$ cat src/core/mdsp_pkg.sv
// Purpose: shared constants for the motor driver serial control port
// Assumes: 16-bit frames, msb first, link clock sampled by i_clock
// Notes:   field positions inside the two command words are chosen here
package mdsp_pkg;
  localparam int FRAME_BITS      = 16;
  localparam int CNT_W           = 5;
  // command word field positions (bit 0 is the destination select)
  localparam int DEST_BIT        = 0;
  localparam int NRM_FAULT_SEL   = 1;
  localparam int NRM_DIR_A       = 2;
  localparam int NRM_DIR_B       = 3;
  localparam int NRM_DIR_C       = 4;
  localparam int CFG_GATE_EN     = 1;
  localparam logic [15:0] NORMAL_RESET = 16'h0000;
  localparam logic [15:0] CONFIG_RESET = 16'h0000;
  // host side timing
  localparam int CLOCK_MHZ       = 25;
  // eight clocks per sclk: the device sync plus the miso return path take six clocks
  localparam int LINK_DIV        = 8;
  // host status / interrupt register layout
  localparam logic [1:0] ADDR_CTRL   = 2'h0;
  localparam logic [1:0] ADDR_STATUS = 2'h1;
  localparam logic [1:0] ADDR_MASK   = 2'h2;
  localparam logic [1:0] ADDR_RXDATA = 2'h3;
  localparam int ST_DONE         = 0;
  localparam int ST_RESET_SEEN   = 1;
endpackage

$ cat src/core/mdsp_link_if.sv
// Purpose: serial link between host controller and device port
// Assumes: reset line is open drain with a pull-up
// Notes:   tristate resolution for miso and the reset line lives here
`timescale 1ns/100ps
interface mdsp_link_if;
  logic sclk;
  logic ce_n;
  logic mosi;
  logic miso_o;
  logic miso_oe;
  logic rst_host_oe;
  logic rst_dev_oe;
  wire  miso      = miso_oe ? miso_o : 1'b0;
  wire  rst_pin_n = ~(rst_host_oe | rst_dev_oe);
  modport device (input sclk, input ce_n, input mosi, input rst_pin_n, input rst_host_oe,
                  output miso_o, output miso_oe, output rst_dev_oe);
  modport host   (output sclk, output ce_n, output mosi, output rst_host_oe,
                  input miso, input rst_pin_n);
endinterface

$ cat src/core/mdsp_device.sv
// Purpose: device end of the serial control port
// Assumes: sclk, ce_n, mosi and the reset pin are asynchronous and synchronised here
// Notes:   link edges found by sampling; sclk must be well below half of i_clock
`timescale 1ns/100ps
// Overview of operation
// [RULE1] ce high: reload output frame each edge
// [RULE2] ce low: shift miso msb first
// [RULE3] host ignores bits after sixteen
// [RULE4] ce low: sample mosi msb first
// [RULE5] sixteenth edge writes word to register
// [RULE6] last bit picks config or normal
// [RULE7] host holds mosi low when idle
// [RULE8] host gives one edge before frame
// [RULE9] host runs sclk continuously
// [RULE10] previous frame selects fault or conversion
// [RULE11] two frame types, both carry encoder
// [RULE12] reset pin input clears, safes, tristates
// [RULE13] pull reset low on faults
// [RULE14] bridge direction bit, switching follows pulse
// [RULE15] gate drive only when enabled
// [RULE16] both shifters advance same edge
// [RULE17] normal holds drive bits, config setup
// [RULE18] host sclk at most 16 MHz
// [RULE19] short frame discarded, registers unchanged
module mdsp_device
  import mdsp_pkg::*;
(
  input  wire logic        i_clock,
  input  wire logic        i_rst,
  mdsp_link_if.device      link,
  input  wire logic [7:0]  i_conv_result,
  input  wire logic [3:0]  i_encoder,
  input  wire logic [3:0]  i_fault_flags,
  input  wire logic        i_supply_undervoltage_lockout,
  input  wire logic        i_reg_undervoltage_lockout,
  input  wire logic        i_current_limit,
  input  wire logic        i_thermal_shutdown,
  input  wire logic        bridge_a_pulse_in,
  input  wire logic        bridge_b_pulse_in,
  input  wire logic        driver_c_pulse_in_a,
  input  wire logic        driver_c_pulse_in_b,
  output logic [1:0]       o_bridge_a,
  output logic [1:0]       o_bridge_b,
  output logic [1:0]       o_driver_c,
  output logic             o_low_side_hold,
  output logic             o_gate_drive,
  output logic [15:0]      o_normal,
  output logic [15:0]      o_config
);
  logic [2:0]       sclk_s;
  logic [1:0]       ce_s;
  logic [1:0]       mosi_s;
  logic [1:0]       rpin_s;
  logic [1:0]       rhost_s;
  logic [15:0]      rx_shift;
  logic [15:0]      tx_shift;
  logic [CNT_W-1:0] bit_cnt;
  logic             fault_sel;
  logic             miso_q;

  // two-stage synchronisers; the third sclk stage only feeds the edge detect
  always_ff @(posedge i_clock) begin
    sclk_s  <= {sclk_s[1:0], link.sclk};
    ce_s    <= {ce_s[0], link.ce_n};
    mosi_s  <= {mosi_s[0], link.mosi};
    rpin_s  <= {rpin_s[0], link.rst_pin_n};
    rhost_s <= {rhost_s[0], link.rst_host_oe};
  end

  wire sclk_rise   = sclk_s[1] & ~sclk_s[2];
  wire ce_low      = ~ce_s[1];
  // only an outside pull counts as a reset request, not our own fault pull
  wire ext_reset   = ~rpin_s[1] & rhost_s[1];                          // [RULE12]
  wire soft_rst    = i_rst | ext_reset;
  wire last_edge   = sclk_rise & ce_low & (bit_cnt == CNT_W'(FRAME_BITS - 1));
  wire [15:0] word = {rx_shift[14:0], mosi_s[1]};
  // conversion frame: result plus encoder; fault frame: flags plus encoder
  wire [15:0] conv_frame  = {1'b0, 3'h0, i_conv_result, i_encoder};    // [RULE11]
  wire [15:0] fault_frame = {1'b1, 7'h00, i_fault_flags, i_encoder};   // [RULE11]
  wire [15:0] load_frame  = fault_sel ? fault_frame : conv_frame;      // [RULE10]

  // serial engine; receive and transmit move on the same edge
  always_ff @(posedge i_clock) begin
    if (soft_rst) begin
      rx_shift <= 16'h0000;
      tx_shift <= 16'h0000;
      bit_cnt  <= '0;
    end else if (sclk_rise) begin
      if (!ce_low) begin
        tx_shift <= load_frame;                                        // [RULE1]
        bit_cnt  <= '0;                                                // [RULE19]
      end else begin
        rx_shift <= word;                                              // [RULE4] [RULE16]
        tx_shift <= {tx_shift[14:0], 1'b0};                            // [RULE2] [RULE16]
        if (bit_cnt != CNT_W'(FRAME_BITS))
          bit_cnt <= bit_cnt + CNT_W'(1);
      end
    end
  end

  // command registers change only on a complete sixteenth edge
  always_ff @(posedge i_clock) begin
    if (soft_rst) begin
      o_normal  <= NORMAL_RESET;                                       // [RULE12]
      o_config  <= CONFIG_RESET;
      fault_sel <= 1'b0;
    end else if (last_edge) begin                                      // [RULE5] [RULE19]
      if (word[DEST_BIT])
        o_config <= word;                                              // [RULE6] [RULE17]
      else
        o_normal <= word;                                              // [RULE6] [RULE17]
      fault_sel <= word[NRM_FAULT_SEL] & ~word[DEST_BIT];              // [RULE10]
    end
  end

  // miso data registered; tristated while the host holds the reset pin or i_rst is high
  always_ff @(posedge i_clock) begin
    if (i_rst)
      miso_q <= 1'b0;
    else
      miso_q <= tx_shift[FRAME_BITS-1];
  end
  assign link.miso_o     = miso_q;
  assign link.miso_oe    = ~ext_reset & ~i_rst;                        // [RULE12]
  assign link.rst_dev_oe = i_supply_undervoltage_lockout | i_reg_undervoltage_lockout | i_current_limit | i_thermal_shutdown; // [RULE13]

  // drive outputs: direction from register, switching from pulse pins
  function automatic logic [1:0] bridge(input logic dir, input logic pulse);
    bridge = pulse ? (dir ? 2'h2 : 2'h1) : 2'h0;
  endfunction
  assign o_bridge_a      = bridge(o_normal[NRM_DIR_A], bridge_a_pulse_in);        // [RULE14]
  assign o_bridge_b      = bridge(o_normal[NRM_DIR_B], bridge_b_pulse_in);        // [RULE14]
  // step outputs forced off during a reset pin request
  assign o_driver_c      = ext_reset ? 2'h0 :
                           {driver_c_pulse_in_b, driver_c_pulse_in_a} & {2{o_normal[NRM_DIR_C]}}; // [RULE14]
  assign o_low_side_hold = ext_reset;                                  // [RULE12]
  assign o_gate_drive    = o_config[CFG_GATE_EN];                      // [RULE15]
endmodule

$ cat src/flat_wrapper.sv
// flat-port wrapper written by rule: the top's interface ports become plain ports
module mdsp_device_flat import mdsp_pkg::*;
  (i_clock, i_rst, i_conv_result, i_encoder, i_fault_flags, i_supply_undervoltage_lockout, i_reg_undervoltage_lockout, i_current_limit, i_thermal_shutdown, bridge_a_pulse_in, bridge_b_pulse_in, driver_c_pulse_in_a, driver_c_pulse_in_b, o_bridge_a, o_bridge_b, o_driver_c, o_low_side_hold, o_gate_drive, o_normal, o_config, link_sclk, link_ce_n, link_mosi, link_rst_host_oe, link_miso_o, link_miso_oe, link_rst_dev_oe);
  mdsp_link_if link_i ();
  input  wire logic i_clock;
  input  wire logic i_rst;
  input  wire logic [7:0] i_conv_result;
  input  wire logic [3:0] i_encoder;
  input  wire logic [3:0] i_fault_flags;
  input  wire logic i_supply_undervoltage_lockout;
  input  wire logic i_reg_undervoltage_lockout;
  input  wire logic i_current_limit;
  input  wire logic i_thermal_shutdown;
  input  wire logic bridge_a_pulse_in;
  input  wire logic bridge_b_pulse_in;
  input  wire logic driver_c_pulse_in_a;
  input  wire logic driver_c_pulse_in_b;
  output logic [1:0] o_bridge_a;
  output logic [1:0] o_bridge_b;
  output logic [1:0] o_driver_c;
  output logic o_low_side_hold;
  output logic o_gate_drive;
  output logic [15:0] o_normal;
  output logic [15:0] o_config;
  input wire logic [$bits(link_i.sclk)-1:0] link_sclk;
  input wire logic [$bits(link_i.ce_n)-1:0] link_ce_n;
  input wire logic [$bits(link_i.mosi)-1:0] link_mosi;
  input wire logic [$bits(link_i.rst_host_oe)-1:0] link_rst_host_oe;
  output wire logic [$bits(link_i.miso_o)-1:0] link_miso_o;
  output wire logic [$bits(link_i.miso_oe)-1:0] link_miso_oe;
  output wire logic [$bits(link_i.rst_dev_oe)-1:0] link_rst_dev_oe;
  assign link_i.sclk = link_sclk;
  assign link_i.ce_n = link_ce_n;
  assign link_i.mosi = link_mosi;
  assign link_i.rst_host_oe = link_rst_host_oe;
  assign link_miso_o = link_i.miso_o;
  assign link_miso_oe = link_i.miso_oe;
  assign link_rst_dev_oe = link_i.rst_dev_oe;
  mdsp_device u_core (.i_clock(i_clock), .i_rst(i_rst), .link(link_i), .i_conv_result(i_conv_result), .i_encoder(i_encoder), .i_fault_flags(i_fault_flags), .i_supply_undervoltage_lockout(i_supply_undervoltage_lockout), .i_reg_undervoltage_lockout(i_reg_undervoltage_lockout), .i_current_limit(i_current_limit), .i_thermal_shutdown(i_thermal_shutdown), .bridge_a_pulse_in(bridge_a_pulse_in), .bridge_b_pulse_in(bridge_b_pulse_in), .driver_c_pulse_in_a(driver_c_pulse_in_a), .driver_c_pulse_in_b(driver_c_pulse_in_b), .o_bridge_a(o_bridge_a), .o_bridge_b(o_bridge_b), .o_driver_c(o_driver_c), .o_low_side_hold(o_low_side_hold), .o_gate_drive(o_gate_drive), .o_normal(o_normal), .o_config(o_config));
endmodule
$ cat config.mk
export PLATFORM = sky130hd
export DESIGN_NAME = mdsp_device_flat
export DESIGN_NICKNAME = d
export VERILOG_FILES = /design/src/core/mdsp_pkg.sv /design/src/core/mdsp_link_if.sv /design/src/core/mdsp_device.sv /design/src/flat_wrapper.sv
export SDC_FILE = /design/constraint.sdc
export NUM_CORES = 1
export LEC_CHECK = 0
export BUFFER_PORTS_ARGS = -buffer_cell sky130_fd_sc_hd__buf_4
export CORE_ASPECT_RATIO = 1.4
export CORE_MARGIN = 1.5
export CORE_UTILIZATION = 57
export CTS_BUF_LIST = sky130_fd_sc_hd__clkbuf_8 sky130_fd_sc_hd__clkbuf_16
export CTS_CLUSTER_SIZE = 20
export DETAILED_ROUTE_END_ITERATION = 10
export PLACE_DENSITY = 0.95
export SYNTH_ARGS = -nofsm -noshare
export SYNTH_HDL_FRONTEND = slang
export SYNTH_SLANG_ARGS = --single-unit
export TNS_END_PERCENT = 1
$ cat constraint.sdc
create_clock -name i_clock -period 4.9 [get_ports i_clock]
set_clock_uncertainty 0.1 [all_clocks]
set_input_delay 0.735 -clock i_clock [delete_from_list [all_inputs] [get_ports i_clock]]
set_output_delay 0.735 -clock i_clock [all_outputs]
set_load 0.005 [all_outputs]
* Word level (Yosys, flattened, before mapping) *
Cells that the tools add are included.

storage, ports and cells
  input bits = 30
  logic and storage cells = 48
  bits in registers = 80

cells by class
  equal/unequal tests = 2
  reductions and logical operators = 5
  bitwise gates (word level) = 19
  muxes and demuxes = 9
  add/subtract/negate cells = 1

operator list
  cell                                           number
  2-to-1 mux 16 bit                              2
  2-to-1 mux 2 bit                               5
  2-to-1 mux 5 bit                               2
  AND reduction 2 bit                            4
  inverter 1 bit                                 7
  bitwise AND 1 bit                              6
  adder 5 x 1 -> 5 bit, second input constant    1
  == test 5 x 4 -> 1 bit, second input constant  1
  != test 5 bit, second input constant           1
  bitwise OR 1 bit                               5
  bitwise AND 2 bit                              1
  nonzero test 2 bit                             1

* Logic depth before layout (Yosys ltp) *
  word-level depth = 5
  depth in mapped cells = 8
  gate-level depth less buffers = 6

* Least setup slack after synthesis *
Ideal clock, no wire load.

  kind = input port to output port
  start point = in i_rst
  end point = out link_miso_oe
  cell stages on the path = 4
  path slack = 2746 ps
  required time = 4065 ps
  arrival = 1319 ps
  path buffers = 1
  cells stage by stage = inv_1 > nand2_1 > clkbuf_1 > inv_1

between the ends
  cells in the longest elaborated chain, start to end = 2

ends and longest elaborated chain
  element             RTL line            RTL
  start: declaration  flat_wrapper.sv:6   input wire logic i_rst;
  inverter 1 bit      mdsp_device.sv:124  assign link.miso_oe = ~ext_reset & ~i_rst;
  bitwise AND 1 bit   mdsp_device.sv:124
  end: declaration    flat_wrapper.sv:30  output wire logic [$bits(link_i.miso_oe)-1:0] link_miso_oe;

Every way passes these cells.

* Worst setup path in the final report *
  start point = reg u_core.bit_cnt[0]
  end point = reg u_core.o_config[9]

between the ends
  cells in the longest elaborated chain, start to end = 3

ends and longest elaborated chain
  element                        RTL line            RTL
  start: declaration             mdsp_device.sv:57   logic [CNT_W-1:0] bit_cnt;
  start signal: assignment       mdsp_device.sv:96   bit_cnt <= bit_cnt + CNT_W'(1);
  == test 5 x 4 -> 1 bit         mdsp_device.sv:75   wire last_edge = sclk_rise & ce_low & (bit_cnt == CNT_W'(FRAME_BITS - 1));
  bitwise AND 1 bit              mdsp_device.sv:75
  AND reduction 2 bit (no line)  -
  end signal: assignment         mdsp_device.sv:109  o_config <= word;
  end: declaration               mdsp_device.sv:48   output logic [15:0] o_config

Every way passes these cells.
A chain may end at the register's enable or synchronous reset.

==> impl_metrics.prom <==
# TYPE chip_impl_metric gauge
chip_impl_metric{name="comb_power_share",unit=""} 0.055
chip_impl_metric{name="timing.final.crit_period",unit="ns"} 2.93
chip_impl_metric{name="total_wire_length",unit="um"} 7400
chip_impl_metric{name="post_route_cells_drive_above_1_share",unit=""} 0.212
chip_impl_metric{name="post-cts-setup-buffer-count",unit=""} 0
chip_impl_metric{name="cts.htree.levels",unit=""} 3
chip_impl_info{name="start_kind",value="register"} 1
chip_impl_info{name="post_synth_main_area_contributors",value="dfxtp_1 51%, a21oi_1 7.4%, nand3_1 5.9%, nand2_1 5.1%, o21ai_0 5.0%"} 1
chip_impl_info{name="critPathLaunch",value="u_core.bit_cnt[0]"} 1
chip_impl_info{name="clock_tree.root_cell",value="clkbuf_8"} 1
chip_impl_metric{name="grt_antenna_before_repair",unit=""} 0
chip_impl_metric{name="cts.sinks",unit=""} 80
chip_impl_metric{name="worst_skew_pair.late_latency",unit="ns"} 0.36
chip_impl_metric{name="finish.cell_count_without_fillers",unit=""} 485
chip_impl_metric{name="die-height",unit="um"} 90.5
chip_impl_metric{name="min_period_over_period",unit=""} 0.598
chip_impl_metric{name="synth_sequential_area_ratio",unit=""} 0.514
chip_impl_info{name="worstReg2RegEnd",value="u_core.o_config[9]"} 1
chip_impl_metric{name="power.density",unit="nW/um^2"} 319
chip_impl_metric{name="final_max_slew_viol_count",unit=""} 0
chip_impl_metric{name="clock_power_share",unit=""} 0.397
chip_impl_metric{name="netSwitchingFraction",unit=""} 0.224
chip_impl_metric{name="global_route.usage.total",unit=""} 0.263
chip_impl_metric{name="tightest_slew",unit="ns"} 1.21
chip_impl_metric{name="drt_iter0_markers",unit=""} 252
chip_impl_metric{name="cts-resized-gates",unit=""} 0
chip_impl_metric{name="synthesis.instances",unit=""} 364
chip_impl_info{name="hold_path_class",value="reg -> reg"} 1
chip_impl_info{name="synth_top_area_cell",value="dfxtp_1"} 1
chip_impl_metric{name="cell_count_post_placement",unit=""} 469
chip_impl_metric{name="synth_warnings",unit=""} 0
chip_impl_metric{name="crit_arrival",unit="ns"} 3.05
chip_impl_metric{name="initial_utilization",unit=""} 0.595
chip_impl_metric{name="syn-cell-area",unit="sq um"} 3120
chip_impl_metric{name="timing.critical_path.required",unit="ns"} 5.02
chip_impl_metric{name="io-pin-count",unit=""} 73
chip_impl_metric{name="die_width",unit="um"} 65.5
chip_impl_metric{name="power",unit="uW"} 1220
chip_impl_metric{name="async_reset_ff_frac",unit=""} 0
chip_impl_metric{name="setup-violations-final",unit=""} 0
chip_impl_info{name="worst_r2r_startpoint",value="u_core.bit_cnt[0]"} 1
chip_impl_metric{name="dp_worst_setup_slack",unit="ns"} 2.15
chip_impl_metric{name="relSlewSlack",unit=""} 0.187
chip_impl_metric{name="grt_max_degree",unit=""} 54
chip_impl_metric{name="count_of_inserted_antenna_diode_cells",unit=""} 0
chip_impl_metric{name="final.setup.tns",unit="ns"} 0
chip_impl_metric{name="vias",unit=""} 2842
chip_impl_metric{name="routedWlPerCell",unit="um"} 15.3
chip_impl_info{name="cts_tree",value="built"} 1
chip_impl_metric{name="synth_top_area_share",unit=""} 0.514
chip_impl_metric{name="detail_route.vias_per_cell",unit=""} 5.86
chip_impl_metric{name="postSynthAreaPerCell",unit="sq um"} 8.56
chip_impl_metric{name="routabilityCongestion",unit=""} 0.830
chip_impl_metric{name="die_area",unit="sq um"} 5930
chip_impl_metric{name="flip_flop_and_latch_count_after_synthesis",unit=""} 80
chip_impl_metric{name="number_of_distinct_library_cells_after_synthesis",unit=""} 34
chip_impl_metric{name="drtPass1Iterations",unit=""} 4
chip_impl_metric{name="globalRouteOverflowTotal",unit=""} 0
chip_impl_metric{name="reg2reg_depth",unit=""} 6
chip_impl_metric{name="grt_first_pass_wirelength",unit="um"} 12200
chip_impl_metric{name="design.final.nets",unit=""} 447
chip_impl_info{name="post_synth_most_frequent_cells",value="80 x dfxtp_1, 46 x a21oi_1, 42 x nand2_1"} 1
chip_impl_metric{name="tritoncts.num_buffers",unit=""} 9
chip_impl_metric{name="post-route-util",unit=""} 0.729
chip_impl_metric{name="cts.path.max_buffers",unit=""} 2
chip_impl_metric{name="power_leakage",unit="uW"} 0.00143
chip_impl_metric{name="placementRows",unit=""} 31
chip_impl_info{name="yosys_most_used_dff",value="dfxtp_1"} 1
chip_impl_metric{name="path_max_fanout",unit=""} 31
chip_impl_info{name="unrepaired_setup_endpoints_after_global_routing",value="no"} 1
chip_impl_metric{name="postLayoutSetupSlackWorst",unit="ns"} 1.97
chip_impl_metric{name="syn_to_final_growth",unit="%"} 22.5
chip_impl_metric{name="worst_setup_hold_path_clk_slew",unit="ns"} 0.08
chip_impl_metric{name="hold_depth",unit=""} 0
chip_impl_metric{name="grt_pass1_vias",unit=""} 2679
chip_impl_info{name="min-delay-start",value="u_core.sclk_s[0]"} 1
chip_impl_metric{name="power.net_switching",unit="uW"} 273
chip_impl_metric{name="drt.antenna.violating_nets",unit=""} 0
chip_impl_info{name="synthMostInstantiatedCell",value="dfxtp_1"} 1
chip_impl_metric{name="cell_internal_pwr",unit="uW"} 944
chip_impl_info{name="worst_setup_path_endpoint",value="u_core.o_config[9]"} 1
chip_impl_metric{name="dp_hpwl",unit="um"} 4740
chip_impl_metric{name="core",unit="sq um"} 5240
chip_impl_metric{name="drc",unit=""} 0
chip_impl_metric{name="synth-edff-count",unit=""} 0
chip_impl_metric{name="final_hold_vio_count",unit=""} 0
chip_impl_metric{name="post_cts_hold_buffer_count",unit=""} 0
chip_impl_info{name="result_of_the_run",value="completed"} 1
chip_impl_metric{name="ir_drop_worst_vdd",unit="mV"} 0.289
chip_impl_metric{name="achievable-frequency",unit="GHz"} 0.341
chip_impl_metric{name="max_capacitance_violation_count",unit=""} 0
chip_impl_info{name="crit_path_end_kind",value="register"} 1
chip_impl_info{name="crit_type",value="reg -> reg"} 1
chip_impl_metric{name="place.port_buffers",unit=""} 71
chip_impl_metric{name="setup.reg_to_reg.worst_slack",unit="ns"} 1.97
chip_impl_metric{name="syn_nets",unit=""} 397
chip_impl_metric{name="sequential_group_share_of_total_power",unit=""} 0.548
power by group through the flow:
stage                     Clock [uW]  Sequential (uW)  Combinational, uW
after global routing             513              668               73.0
after detailed placement           0              681               66.3
after global placement             0              681               64.9
final                            483              666               67.3
after CTS                        485              666               66.7
after floorplan                    0              676               43.6
cells by family (layout without fill, tap and decap cells):
family,count (synthesis),count (layout),share of synthesized area
AND/OR/NAND/NOR,121,121,0.188
flip-flops,80,80,0.514
AO/OA/AOI/OAI,107,107,0.203
buffers and inverters,44,99,0.0562
adder cells (fa/ha/maj),3,3,0.0120
other,1,1,0.00120
multiplexers,8,8,0.0257
registers in the layout, summed over array words and instances, names as in the netlist:
register            count
u_core.o_config        16
u_core.tx_shift        16
u_core.o_normal        15
u_core.rx_shift        15
u_core.bit_cnt          5
u_core.sclk_s           3
u_core.ce_s             2
u_core.mosi_s           2
u_core.rhost_s          2
u_core.rpin_s           2
u_core.fault_sel        1
u_core.link.miso_o      1
placed cells by master, fill, tap and decap left out:
| cell type | n |
|---|---|
| dfxtp_1 | 80 |
| buf_4 | 74 |
| a21oi_1 | 46 |
| nand2_1 | 42 |
| nand3_1 | 37 |
| o21ai_0 | 31 |
| nor2_1 | 15 |
| o2111ai_1 | 13 |
| clkbuf_8 | 11 |
| inv_1 | 10 |
| mux2i_1 | 8 |
| and3_1 | 5 |
| nor2b_1 | 5 |
| a221oi_1 | 4 |
| nor3_1 | 4 |
| a211o_1 | 4 |
| a211oi_1 | 4 |
| ha_1 | 3 |
| nand2b_1 | 2 |
| and2_1 | 2 |
| nor3b_1 | 2 |
| o21ai_1 | 2 |
| o2bb2ai_1 | 2 |
| clkinv_2 | 2 |
| or4_1 | 1 |
| clkinv_1 | 1 |
| nor4bb_2 | 1 |
| nand4bb_1 | 1 |
| or3b_1 | 1 |
| nor4bb_1 | 1 |
| or3_1 | 1 |
| a31oi_1 | 1 |
| or4b_1 | 1 |
| conb_1 | 1 |
| bufinv_16 | 1 |
metal layers:
layer,share of wire,global-route usage,up-vias,wire length [um]
li1,-,-,1382,-
met1,0.36,0.289,1369,2680
met2,0.57,0.473,79,4180
met3,0.054,0.0536,12,400
met4,0.018,0.116,0,135
met5,0,0,-,0
critical path, cell delays in order (launching register included):
cell	delay, ns
dfxtp_1	0.42
ha_1	0.22
and3_1	0.17
ha_1	0.16
nand4bb_1	0.94
o2111ai_1	0.66
o21ai_1	0.12
per-stage QoR:
step / cell area (sq um) / hold WS, ns
2_1_floorplan: 3120 / 0.210
3_3_place_gp: 3620 / 0.210
3_5_place_dp: 3620 / 0.215
4_1_cts: 3820 / 0.232
5_1_grt: 3820 / 0.240
6_report: 3820 / 0.230
cell type report:
class / instances / area [sq um]
clock inverters: 5 / 47.5
fillers: 407 / 1420
clock buffers: 11 / 151
well taps: 66 / 82.6
multi-input cells: 240 / 1350
flip-flops and latches: 80 / 1600
inverters: 9 / 33.8
repair buffers: 74 / 556
how the worst min path moves through the flow:
stage	slack, ns	endpoint
final	0.23	u_core.sclk_s[1]
after detailed placement	0.21	u_core.sclk_s[1]
after CTS	0.23	u_core.sclk_s[1]
after floorplan	0.21	u_core.ce_s[1]
after global placement	0.21	u_core.rpin_s[1]
after global routing	0.24	u_core.mosi_s[1]
(Power assumes the default switching activity.)
